==> config.mk <==
export PLATFORM = sky130hd
export DESIGN_NAME = tx_frame_sync
export DESIGN_NICKNAME = d
export VERILOG_FILES = /design/src/inc/tsync_pkg.sv /design/src/logic/fbit_expect.sv /design/src/logic/tx_frame_sync.sv
export VERILOG_INCLUDE_DIRS = /design/src /design/src/inc
export SDC_FILE = /design/constraint.sdc
export NUM_CORES = 1
export LEC_CHECK = 0
export ABC_AREA = 1
export BUFFER_PORTS_ARGS = -buffer_cell sky130_fd_sc_hd__buf_4
export CORE_MARGIN = 3
export CORE_UTILIZATION = 45
export CTS_BUF_LIST = sky130_fd_sc_hd__clkbuf_2 sky130_fd_sc_hd__clkbuf_4 sky130_fd_sc_hd__clkbuf_8
export DETAILED_ROUTE_END_ITERATION = 8
export PLACE_DENSITY_LB_ADDON = 0.1
export SLEW_MARGIN = 20
export SYNTH_ARGS = -nofsm -noshare
export SYNTH_HDL_FRONTEND = slang
export SYNTH_SLANG_ARGS = --single-unit
==> constraint.sdc <==
create_clock -name clk -period 5.2 [get_ports clk]
set_input_delay 0.26 -clock clk [delete_from_list [all_inputs] [get_ports clk]]
set_output_delay 0.26 -clock clk [all_outputs]
set_load 0.01 [all_outputs]
==> src/inc/tsync_regs.svh <==
`ifndef TSYNC_REGS_SVH
`define TSYNC_REGS_SVH

// register indices; byte address is four times the index
`define IDX_TX_CONTROL_3 10'h183
`define IDX_TX_IO_CONFIGURATION 10'h184
`define IDX_TX_SYNCHRONIZER_CONTROL 10'h18E
`define IDX_TX_LATCHED_STATUS_3 10'h192
`define IDX_TX_INTERRUPT_MASK_3 10'h1A2
`define IDX_TX_PATH_CONFIG 10'h1F0
`define IDX_TX_REALTIME_STATUS 10'h1F1

// field positions
`define TX_CONTROL_3_FORMAT_BIT 2
`define TX_IO_CONFIGURATION_MF_PULSE_BIT 0
`define TX_IO_CONFIGURATION_DIRECTION_BIT 1
`define TX_SYNCHRONIZER_CONTROL_CRITERION_BIT 0
`define TX_SYNCHRONIZER_CONTROL_FORCE_BIT 1
`define PATH_ELASTIC_BIT 0
`define PATH_IBO_BIT 1
`define TX_LATCHED_STATUS_3_LOSS_BIT 0
`define RTS_LIVE_BIT 0
`define RTS_SYNC_PIN_BIT 1

// reset values
`define RESET_BYTE 8'h00

// framing counts
`define FRAME_BITS 8'hC1
`define D4_FRAMES 5'h0C
`define ESF_FRAMES 5'h18
`define D4_LOCK_MATCHES 5'h0C
`define ESF_LOCK_MATCHES 5'h06

`endif

==> src/inc/tsync_pkg.sv <==
package tsync_pkg;
  typedef enum logic [1:0] {SYNC_OFF, SYNC_HUNT, SYNC_LOCKED} sync_state_t;
endpackage

==> src/logic/fbit_expect.sv <==
`timescale 1ns/1ns
// expected framing bit for a frame slot of the multiframe
module fbit_expect (
  // format and position
  input wire logic esf,
  input wire logic [4:0] frame_idx,
  // expectation
  output logic checked,
  output logic expect_bit
);
  // d4 alternates terminal and signalling framing bits, 12 frames
  localparam logic [11:0] D4_PATTERN = 12'h03B1;
  // esf framing bits sit in every fourth frame only
  localparam logic [5:0] ESF_PATTERN = 6'h34;

  // crc bits and data-link bits are never looked at
  always_comb begin
    checked = 1'b0;
    expect_bit = 1'b0;
    if (esf) begin
      if (frame_idx[1:0] == 2'h3) begin
        checked = 1'b1;
        expect_bit = ESF_PATTERN[frame_idx[4:2]];
      end
    end else if (frame_idx < 5'h0C) begin
      checked = 1'b1;
      expect_bit = D4_PATTERN[frame_idx[3:0]];
    end
  end
endmodule

==> src/logic/tx_frame_sync.sv <==
`timescale 1ns/1ns
`include "tsync_regs.svh"
module tx_frame_sync #(
  parameter logic [7:0] FRAME_BITS = `FRAME_BITS
) (
  // clock and reset
  input wire logic clk,
  input wire logic srst,
  // apb slave
  input wire logic [11:0] paddr,
  input wire logic psel,
  input wire logic penable,
  input wire logic pwrite,
  input wire logic [31:0] pwdata,
  output logic [31:0] prdata,
  output logic pready,
  output logic pslverr,
  // backplane serial input pins
  input wire logic tx_serial_in,
  input wire logic tx_bit_clk,
  // transmit sync pin
  input wire logic tx_sync_pin_i,
  output logic tx_sync_pin_o,
  output logic tx_sync_pin_oe,
  // status
  output logic loss_of_frame_live,
  output logic irq_out_n
);
  import tsync_pkg::*;

  sync_state_t state_reg;
  logic [7:0] tx_control_3_reg, tx_io_configuration_reg, tx_synchronizer_control_reg, path_reg, tx_interrupt_mask_3_reg;
  logic lat_reg;
  logic bclk_s1, bclk_s2, bclk_s3, sd_s1, sd_s2, spin_s1, spin_s2;
  logic [7:0] pos_reg, slip_cnt_reg;
  logic [4:0] fidx_reg, match_cnt_reg, err_hist_reg;
  logic [4:0] mf_len, lock_need, fidx_next, err_hist_next;
  logic bit_tick, f_slot, checked, expect_bit, mismatch, esf;
  logic off_cond, err_loss, lock_hit, loss_evt, force_wr;
  logic acc, wr_commit, rd_commit, hit;
  logic [9:0] idx;
  logic [7:0] rd_byte;
  logic [2:0] errs;

  // pins come from another clock; two flops before anything reads them
  always_ff @(posedge clk) begin
    if (srst) begin
      bclk_s1 <= 1'b0;
      bclk_s2 <= 1'b0;
      bclk_s3 <= 1'b0;
      sd_s1 <= 1'b0;
      sd_s2 <= 1'b0;
      spin_s1 <= 1'b0;
      spin_s2 <= 1'b0;
    end else begin
      bclk_s1 <= tx_bit_clk;
      bclk_s2 <= bclk_s1;
      bclk_s3 <= bclk_s2;
      sd_s1 <= tx_serial_in;
      sd_s2 <= sd_s1;
      spin_s1 <= tx_sync_pin_i;
      spin_s2 <= spin_s1;
    end
  end

  // rising bit clock edge; data sampled in the same synced stage
  assign bit_tick = bclk_s2 & ~bclk_s3;
  assign esf = tx_control_3_reg[`TX_CONTROL_3_FORMAT_BIT];
  assign mf_len = esf ? `ESF_FRAMES : `D4_FRAMES;
  assign lock_need = esf ? `ESF_LOCK_MATCHES : `D4_LOCK_MATCHES;
  assign fidx_next = (fidx_reg == mf_len - 5'h01) ? 5'h00 :
                     5'(fidx_reg + 5'h01);
  assign off_cond = path_reg[`PATH_ELASTIC_BIT] |
                    path_reg[`PATH_IBO_BIT];

  // only framing-bit slots are compared; crc and data-link bits ignored
  fbit_expect u_expect (
    .esf(esf),
    .frame_idx(fidx_reg),
    .checked(checked),
    .expect_bit(expect_bit)
  );

  assign f_slot = bit_tick && pos_reg == 8'h00 && checked;
  assign mismatch = sd_s2 ^ expect_bit;

  // loss judged on the history including the current framing bit
  assign err_hist_next = {err_hist_reg[3:0], mismatch};
  always_comb begin
    errs = 3'h0;
    for (int i = 0; i < 5; i++) begin
      if (i < 4 || tx_synchronizer_control_reg[`TX_SYNCHRONIZER_CONTROL_CRITERION_BIT]) begin
        errs = 3'(errs + {2'h0, err_hist_next[i]});
      end
    end
  end
  // criterion 0: two errors in four bits, 1: two in five
  assign err_loss = f_slot && errs >= 3'h2;
  assign lock_hit = f_slot && !mismatch &&
                    match_cnt_reg == lock_need - 5'h01;

  // apb decode; one wait state so every output is a flop
  assign acc = psel & penable;
  assign wr_commit = acc & pready & pwrite;
  assign rd_commit = acc & pready & ~pwrite;
  assign idx = paddr[11:2];
  assign force_wr = wr_commit && hit &&
                    idx == `IDX_TX_SYNCHRONIZER_CONTROL &&
                    pwdata[`TX_SYNCHRONIZER_CONTROL_FORCE_BIT];
  assign loss_evt = state_reg == SYNC_LOCKED && !off_cond &&
                    (err_loss || force_wr);

  // read mux; unmapped or misaligned addresses answer with an error
  always_comb begin
    hit = paddr[1:0] == 2'h0;
    rd_byte = 8'h00;
    unique case (idx)
      `IDX_TX_CONTROL_3: rd_byte = tx_control_3_reg;
      `IDX_TX_IO_CONFIGURATION: rd_byte = tx_io_configuration_reg;
      `IDX_TX_SYNCHRONIZER_CONTROL: rd_byte = tx_synchronizer_control_reg;
      `IDX_TX_LATCHED_STATUS_3: rd_byte = {7'h00, lat_reg};
      `IDX_TX_INTERRUPT_MASK_3: rd_byte = tx_interrupt_mask_3_reg;
      `IDX_TX_PATH_CONFIG: rd_byte = path_reg;
      `IDX_TX_REALTIME_STATUS: rd_byte = {6'h00, spin_s2, loss_of_frame_live};
      default: hit = 1'b0;
    endcase
  end

  // bus handshake and read data
  always_ff @(posedge clk) begin
    if (srst) begin
      pready <= 1'b0;
      pslverr <= 1'b0;
      prdata <= 32'h0000_0000;
    end else begin
      pready <= acc & ~pready;
      pslverr <= acc & ~pready & ~hit;
      if (acc & ~pready) begin
        prdata <= (hit && !pwrite) ? {24'h00_0000, rd_byte} : 32'h0000_0000;
      end
    end
  end

  // writable registers; force bit is a strobe and never stored
  always_ff @(posedge clk) begin
    if (srst) begin
      tx_control_3_reg <= `RESET_BYTE;
      tx_io_configuration_reg <= `RESET_BYTE;
      tx_synchronizer_control_reg <= `RESET_BYTE;
      path_reg <= `RESET_BYTE;
      tx_interrupt_mask_3_reg <= `RESET_BYTE;
    end else if (wr_commit && hit) begin
      unique case (idx)
        `IDX_TX_CONTROL_3: tx_control_3_reg <= pwdata[7:0];
        `IDX_TX_IO_CONFIGURATION: tx_io_configuration_reg <= pwdata[7:0];
        `IDX_TX_SYNCHRONIZER_CONTROL: begin
          tx_synchronizer_control_reg <= pwdata[7:0] & ~(8'h01 << `TX_SYNCHRONIZER_CONTROL_FORCE_BIT);
        end
        `IDX_TX_INTERRUPT_MASK_3: tx_interrupt_mask_3_reg <= pwdata[7:0];
        `IDX_TX_PATH_CONFIG: path_reg <= pwdata[7:0];
        default: ;
      endcase
    end
  end

  // latched loss flag; clears only what the read returned, set wins
  always_ff @(posedge clk) begin
    if (srst) begin
      lat_reg <= 1'b0;
    end else if (loss_evt) begin
      lat_reg <= 1'b1;
    end else if (rd_commit && hit && idx == `IDX_TX_LATCHED_STATUS_3 &&
                 prdata[`TX_LATCHED_STATUS_3_LOSS_BIT]) begin
      lat_reg <= 1'b0;
    end
  end

  // alignment state
  always_ff @(posedge clk) begin
    if (srst) begin
      state_reg <= SYNC_OFF;
    end else begin
      unique case (state_reg)
        SYNC_OFF: if (!off_cond) state_reg <= SYNC_HUNT;
        SYNC_HUNT: begin
          if (off_cond) state_reg <= SYNC_OFF;
          // a force write in the lock cycle restarts the count instead
          else if (lock_hit && !force_wr) state_reg <= SYNC_LOCKED;
        end
        SYNC_LOCKED: begin
          if (off_cond) state_reg <= SYNC_OFF;
          else if (loss_evt) state_reg <= SYNC_HUNT;
        end
      endcase
    end
  end

  // bit and frame position; a hunt miss holds position for a one-bit slip
  always_ff @(posedge clk) begin
    if (srst || state_reg == SYNC_OFF) begin
      pos_reg <= 8'h00;
      fidx_reg <= 5'h00;
      slip_cnt_reg <= 8'h00;
    end else if (bit_tick) begin
      if (state_reg == SYNC_HUNT && f_slot && mismatch) begin
        // after a full frame of slips try the next frame phase
        if (slip_cnt_reg == FRAME_BITS - 8'h01) begin
          slip_cnt_reg <= 8'h00;
          fidx_reg <= fidx_next;
        end else begin
          slip_cnt_reg <= 8'(slip_cnt_reg + 8'h01);
        end
      end else if (pos_reg == FRAME_BITS - 8'h01) begin
        pos_reg <= 8'h00;
        fidx_reg <= fidx_next;
      end else begin
        pos_reg <= 8'(pos_reg + 8'h01);
      end
    end
  end

  // match count during hunt, error history once locked
  always_ff @(posedge clk) begin
    if (srst || state_reg == SYNC_OFF || force_wr) begin
      match_cnt_reg <= 5'h00;
      err_hist_reg <= 5'h00;
    end else if (f_slot) begin
      if (state_reg == SYNC_HUNT) begin
        err_hist_reg <= 5'h00;
        match_cnt_reg <= mismatch ? 5'h00 : 5'(match_cnt_reg + 5'h01);
      end else begin
        match_cnt_reg <= 5'h00;
        err_hist_reg <= loss_evt ? 5'h00 : err_hist_next;
      end
    end
  end

  // live flag and interrupt, both registered
  always_ff @(posedge clk) begin
    if (srst) begin
      loss_of_frame_live <= 1'b0;
      irq_out_n <= 1'b1;
    end else begin
      loss_of_frame_live <= state_reg == SYNC_HUNT;
      irq_out_n <= ~(lat_reg & tx_interrupt_mask_3_reg[`TX_LATCHED_STATUS_3_LOSS_BIT]);
    end
  end

  // sync pin: pulse lasts one bit period; drives only when host asks
  always_ff @(posedge clk) begin
    if (srst) begin
      tx_sync_pin_o <= 1'b0;
      tx_sync_pin_oe <= 1'b0;
    end else begin
      tx_sync_pin_oe <= tx_io_configuration_reg[`TX_IO_CONFIGURATION_DIRECTION_BIT];
      if (state_reg != SYNC_LOCKED) begin
        tx_sync_pin_o <= 1'b0;
      end else if (bit_tick) begin
        tx_sync_pin_o <= pos_reg == 8'h00 &&
                         (!tx_io_configuration_reg[`TX_IO_CONFIGURATION_MF_PULSE_BIT] ||
                          fidx_reg == 5'h00);
      end
    end
  end
endmodule

==> results.txt, run 1 <==
- Antenna diode instance count: 0
* Class of the tightest hold or removal check: primary input to register
- Across the routed clock network, the largest skew measured is 10.7 ps.
- Final setup margin: 1650 ps
* Cell types occupying the most area after synthesis: dfxtp_1 38%, nor2_1 7.4%, inv_1 6.8%, nand2_1 6.5%, a21oi_1 6.1%
* Worst hold path stage count: 3
* Synthesis-to-finish area growth: 9.89%
* Routed via count: 4216
* Via count of the first global-routing pass: 3857
* Iteration count of the initial detailed-routing pass: 5
- Endpoint required time on the critical path: 5510 ps
- All-layer global routing usage: 17.6%
- In this run the deepest clock path goes through 2 buffers.
- Die H: 111 um
- Global-route wire length before repair: 18.1 mm
- Slew @ Worst Pin: 795 ps
- Slack of the worst reg-to-reg path: 1650 ps
* Wire length on met1: 5.30 mm
- For this design the static power due to leakage is 2.25 nW.
* Number of buffers and inverters on the critical path: 3
- The synthesized design spends more area on one cell type than any other, namely dfxtp_1.
- Proportion of netlist area held by the largest area contributor: 38.1%
- The number of antenna violations at the first check in global routing was 0.
* Worst hold endpoint: bclk_s1$_SDFF_PP0_
* Final Max Slew Viols: 0
- The net count of the finished layout is 771.
* Critical path data arrival time: 3860 ps
* PwrDens: 272 nW/um^2
- The H-tree generated during clock tree synthesis spans 3 levels.
* Sequential-to-total area share from yosys stat: 38.1%
- Detailed placement ended at an HPWL of 7.80 mm.
* Critical path cell sequence: nand3_1, a21o_1, nand2_2, inv_1, fa_1, inv_1, ha_1, nand2_1, fa_1, nand3_1, nand4_1, or2_2, nand3_1, nand3_1, nand2_1, inv_1, nor2_1
* Post-synthesis register bit count: 95
- Crit-path max FO: 9
- For this design, the sink count on the clock tree is 95.
- Proportion of layout cells with a drive suffix above 1: 15.5%
- The worst hold path begins at tx_bit_clk.
* Routed Antenna Nets: 0
* Root buffer cell: clkbuf_8
- Run status: complete, no violations
- In the detailed route, the total length drawn on met3 is 534 um.
- After detailed routing, the met2 layer carries 4.74 mm of wire.
- The most used flip-flop cell after synthesis is dfxtp_1.
* Unrepaired setup endpoints after global routing: no
* Buffers added on ports: 41
* Detailed-route DRC error count: 0
- Core Region: 10600 sq um
* Via density per instance: 4.99
- The clock reaches the later pin of the worst-skew pair after 370 ps.
- Critical Path Slowest Stage Cell: dfxtp_1
- Iteration-0 DRC Markers: 206
* Endpoint kind of the worst setup timing path: register
* Total Die Area: 12400 sq um
* CP most frequent cell: nand3_1
- CTS buffer count: 9
- Largest net degree at the start of global routing: 55
- Worst-path clk slew: 100 ps
- Most frequent cell after synthesis: nor2_1
- Total wirelength of the detailed-routed design: 10.7 mm
- Final Hold Vio Count: 0
* Number of warnings issued by yosys: 0
* Share of synthesized flip-flops with an asynchronous set or reset: 0%
- The initial utilization of the core area, before any placement, comes to 47.3%.
- Worst rel slew slack: 47.0%
- Total congestion overflow after global routing: 0
* Cell depth of the worst flop-to-flop path: 17
* Avg WL per Cell: 12.7 um
- Die X: 111 um
* Count of endpoints failing setup in the final report: 0
- Most used standard cells in the synthesized netlist: 99 x nor2_1, 95 x dfxtp_1, 91 x inv_1
- Timing analysis after detailed placement gives a worst setup slack of 1670 ps.
- The number of gates resized after CTS was 0.
- Based on the critical path, the design can be clocked at up to 282 MHz.
- Synthesis handed over a netlist of 668 instances.
- Std cell rows: 37
* Cell area after synthesis: 4990 sq um
- The worst-case IR drop observed on VDD is 0.202 mV.
- The worst path uses 68.3% of the clock period.
- After synthesis, the mean cell area works out to 7.48 sq um.
* Routability congestion estimate from global placement: 0.827
- Number of flops mapped to enable cells by yosys: 0
- 90 I/O pins were placed.
- Across the run, the number of max-cap violations was 0.
* Count of distinct cell types in the synthesized netlist: 55
- Final Critical Period: 3550 ps
- Stage delay of the slowest cell on the critical path: 650 ps
* Fillcell total: 1059
- TritonCTS built the clock tree.
- STA classifies the critical path startpoint as a register.
- Top sig layer: met4
* Worst R2R End: state_reg[0]$_SDFFE_PP0P_
- CTS hold repair buffers: 0
- Setup TNS: 0 ps
* Class of the most critical setup path: register to register
- In this run the critical register-to-register path is launched from tx_control_3_reg[2]$_SDFFE_PP0P_.
- Family with the most delay on the worst path: simple AND/OR/NAND/NOR gates
- Number of buffers inserted by post-CTS setup repair: 0
[worst max path at each step]
stage,cells past startpoint,endpoint,startpoint
floorplan,18,state_reg[0]$_SDFFE_PP0P_,fidx_reg[0]$_SDFFE_PN0P_
global placement,18,state_reg[0]$_SDFFE_PP0P_,fidx_reg[0]$_SDFFE_PN0P_
detailed placement,17,state_reg[0]$_SDFFE_PP0P_,tx_control_3_reg[2]$_SDFFE_PP0P_
CTS,17,state_reg[0]$_SDFFE_PP0P_,tx_control_3_reg[2]$_SDFFE_PP0P_
global route,18,state_reg[0]$_SDFFE_PP0P_,fidx_reg[0]$_SDFFE_PN0P_
finish,17,state_reg[0]$_SDFFE_PP0P_,tx_control_3_reg[2]$_SDFFE_PP0P_
[metrics by stage]
step                      cell area [sq um]  total power, mW  instances  util, %  hold slack (ps)
final                                  5490             1.49        845     52.0             98.1
after global routing                   5490             1.56        845     52.0              100
after CTS                              5490             1.51        845     52.0             79.1
after detailed placement               5280            0.996        830     50.0              400
after global placement                 5280            0.991        830     50.0              396
after floorplan                        5080            0.940        691        -              367
[per-layer routing]
metal  up-vias  GRT usage [%]
met5         -              0
li1       2191              -
met2        92           27.2
met4         0           6.16
met3        14           3.04
met1      1919           24.8
[placed cells by master (no fill, tap or decap), drive strengths merged, types with 2 or more instances in the layout]
cell type	instances
nand2	99
xnor2	3
fa	2
nand3	43
ha	12
or2	2
clkbuf	11
nand3b	2
buf	41
conb	24
xor2	3
o21ai	18
a221oi	2
a22oi	2
nor2	111
a21oi	62
a21o	2
o22ai	6
dfxtp	95
inv	102
nor3	17
nand4	8
nor3b	2
clkinv	4
a211oi	20
o211ai	6
[area by class of cell]
| class | count | area [sq um] | share of cell area, % |
|---|---|---|---|
| Clock buffer | 11 | 151 | 2.76 |
| Clock inverter | 4 | 55.1 | 1.00 |
| Inverter | 104 | 398 | 7.25 |
| Multi-Input combinational cell | 454 | 2500 | 45.6 |
| Sequential cell | 95 | 1900 | 34.6 |
| Tap cell | 136 | 170 | 3.10 |
| Timing Repair Buffer | 41 | 308 | 5.61 |
[report_power, final]
part / switching (mW) / internal [mW] / total (mW)
logic: 0.159 / 0.0719 / 0.231
registers: 0.00809 / 0.742 / 0.751
clock network: 0.262 / 0.248 / 0.509
[worst reg2reg max path: stages, from the launching register on]
cell,delay (ps)
dfxtp_1,650
nand3_1,160
a21o_1,220
nand2_2,130
inv_1,90
fa_1,480
inv_1,40
ha_1,260
nand2_1,60
fa_1,430
nand3_1,90
nand4_1,120
or2_2,310
nand3_1,130
nand3_1,120
nand2_1,70
inv_1,30
nor2_1,90
[kinds of logic (layout without fill, tap and decap cells)]
logic type	count (synthesis)	count (layout)	share of synthesized area [%]
and+or+nand+nor	287	287	27.8
xor gates and xnor gates	6	6	1.05
DFF	95	95	38.1
other	1	24	0.0751
AOI/OAI and AO/OA	123	123	15.7
buffers and inverters	142	160	13.5
adders and majority gates	14	14	3.81
(Power assumes the default switching activity.)
==> run 2: changes to the inputs <==
==> constraint.sdc (replaced) <==
create_clock -name clk -period 3.2 [get_ports clk]
set_input_delay 0.16 -clock clk [delete_from_list [all_inputs] [get_ports clk]]
set_output_delay 0.16 -clock clk [all_outputs]
set_load 0.01 [all_outputs]
==> run 2 against run 1 <==
Net effect:
- first-iteration DRC count increased by 55%
- die area unchanged
- clock power increased by 66%
- sequential cell count unchanged
- cell count increased by 1.7%
- sequential power increased by 62%
==> results.txt, run 2 (synthesis gave the netlist of run 1 again) <==
- Buffers added on ports: 41
- Final Hold Vio Count: 0
* Detailed-route DRC error count: 0
- The detail route stage leaves a number of antenna-violating nets equal to 0.
* Avg WL per Cell: 12.8 um
- Timing would allow up to 325 MHz.
- At the end of the flow the core is filled with cells to 53.4%.
- The H-tree generated during clock tree synthesis spans 3 levels.
* Root buffer cell: clkbuf_8
- Total wirelength of the detailed-routed design: 11.0 mm
- The die covers 12400 sq um.
- Latest clock arrival within the worst-skew pair: 380 ps
* Sum of net half-perimeters after detailed placement: 8.07 mm
- Iteration-0 DRC Markers: 319
- For this block, the via count after detailed routing is 4311.
* CTS buffer count: 9
- Total congestion overflow after global routing: 0
* Final Max Slew Viols: 0
- Once the floorplan was initialized, standard cells occupied 47.3% of the core.
- Fin crit share: 96.2%
- CTS tree: done
* Global-route wire length before repair: 18.5 mm
* Via density per instance: 5.02
* Die H: 111 um
- Worst-case clock skew: 12.1 ps
- Measured against its own limit, the worst slew margin works out to 46.3%.
- Largest net degree at the start of global routing: 55
- Iteration count of the initial detailed-routing pass: 5
- At the end of routability-driven placement, the weighted congestion stood at 0.798.
- Number of top-level pins: 90
- Via count of the first global-routing pass: 3985
- Maximum clock path buffer count: 2
* Nets: 784
- Row generation in the floorplan step produced 37 rows.
- Final Critical Period: 3080 ps
- The worst setup path is captured at a register.
- Unrepaired setup endpoints after global routing: yes
* Leakage: 2.32 nW
* Synthesis-to-finish area growth: 12.9%
* Antenna violations before repair: 0
* Count of endpoints failing setup in the final report: 0
* Most frequent cells in the layout: 99 x nor2_1, 92 x dfxtp_1, 90 x inv_1, 87 x nand2_1, 61 x a21oi_1
- The min-delay analysis places its worst path in the category primary input to register.
- Launch point of the worst hold path: pwdata[6]
- Crit-path max FO: 3
* Most common cell after layout, fill and taps aside: nor2_1
- Endpoint required time on the critical path: 3510 ps
- STA classifies the critical path startpoint as a register.
- 0 antenna diodes ended up in the layout.
- Run status: complete, no violations
- Slew @ Worst Pin: 806 ps
* Critical path data arrival time: 3390 ps
- IR analysis of the VDD net gives a maximum drop of 0.257 mV.
* Core Region: 10600 sq um
* Max Cap Violations: 0
* PwrDens: 435 nW/um^2
* Number of clock sinks: 95
* Worst-path clk slew: 100 ps
* Launching instance or port of the critical path: fidx_reg[1]$_SDFFE_PN0P_
* Hold_ws: 70.2 ps
* Setup TNS: 0 ps
- The floorplan step set the die width to 111 um.
* PnR Total Power: 2.45 mW
- The critical path is of the register to register type.
- In this run the critical register-to-register path is launched from fidx_reg[1]$_SDFFE_PN0P_.
- Global routing consumed, over all layers together, 18.0% of the routing resources.
- The post-route netlist has 17.8% of its cells at a drive strength greater than 1.
run 2: changes by cell type in the layout (fill, tap and decap cells not counted), sizes merged:
| cell | before | now |
|---|---|---|
| clkbuf | 11 | 10 |
| inv | 102 | 106 |
| clkinv | 4 | 2 |
| dlygate4sd3 | 0 | 3 |
| buf | 41 | 51 |
run 2: path summary, 6_finish.rpt:
kind | end | slack, ps | depth (start not counted)
setup / recovery | state_reg[0]$_SDFFE_PP0P_ | 120 | 18
hold / removal | path_reg[6]$_SDFFE_PP0P_ | 70 | 3
setup reg to reg | state_reg[0]$_SDFFE_PP0P_ | 120 | 18
hold reg to reg | spin_s2$_SDFF_PP0_ | 410 | 2
run 2: where the power goes:
group | internal, mW | switching [mW] | leakage, nW | total (mW)
combinational | 0.125 | 0.263 | 1.45 | 0.388
sequential | 1.21 | 0.0133 | 0.769 | 1.22
clock | 0.394 | 0.453 | 0.104 | 0.847
total | 1.73 | 0.729 | 2.32 | 2.45
run 2: critical path: stages, from the launching register on:
cell	delay [ps]
dfxtp_2	370
ha_4	140
nand3_2	80
a21o_1	170
nand2_2	80
inv_2	40
fa_1	470
inv_1	40
ha_1	270
nand2_1	90
fa_1	400
nand3_1	90
nand4_1	120
or2_4	300
nand3_4	90
nand3_2	80
nand2_1	60
inv_1	30
nor2_1	80
run 2: layer usage:
layer / vias up / GRT usage, % / wire, um
met5: - / 0 / 0
met4: 0 / 6.16 / 155
met3: 12 / 3.15 / 575
met2: 96 / 28.2 / 5090
met1: 1988 / 25.0 / 5160
li1: 2215 / - / -
run 2: final cells by class:
| cell class | count | area, sq um |
|---|---|---|
| Clock buffer | 10 | 138 |
| Clock inverter | 6 | 72.6 |
| Fill cell | 1045 | 4920 |
| Inverter | 104 | 398 |
| Multi-Input combinational cell | 454 | 2540 |
| Sequential cell | 95 | 1910 |
| Tap cell | 136 | 170 |
| Timing Repair Buffer | 54 | 413 |
run 2: what timing repair did:
| item | CTS | global route |
|---|---|---|
| gates resized for setup | 3 | 7 |
| hold endpoints to repair | 3 | 0 |
| setup endpoints to repair | 2 | 7 |
| buffers inserted | 0 | 1 |
| pin swaps | 0 | 5 |
| hold buffers | 3 | 0 |
run 2: metrics by stage:
step	cells	worst slack [ps]	cell area (sq um)
floorplan	691	28.4	5080
global placement	839	62.2	5350
detailed placement	839	-47.9	5350
CTS	858	28.1	5600
global route	859	-97.3	5640
finish	859	123	5640
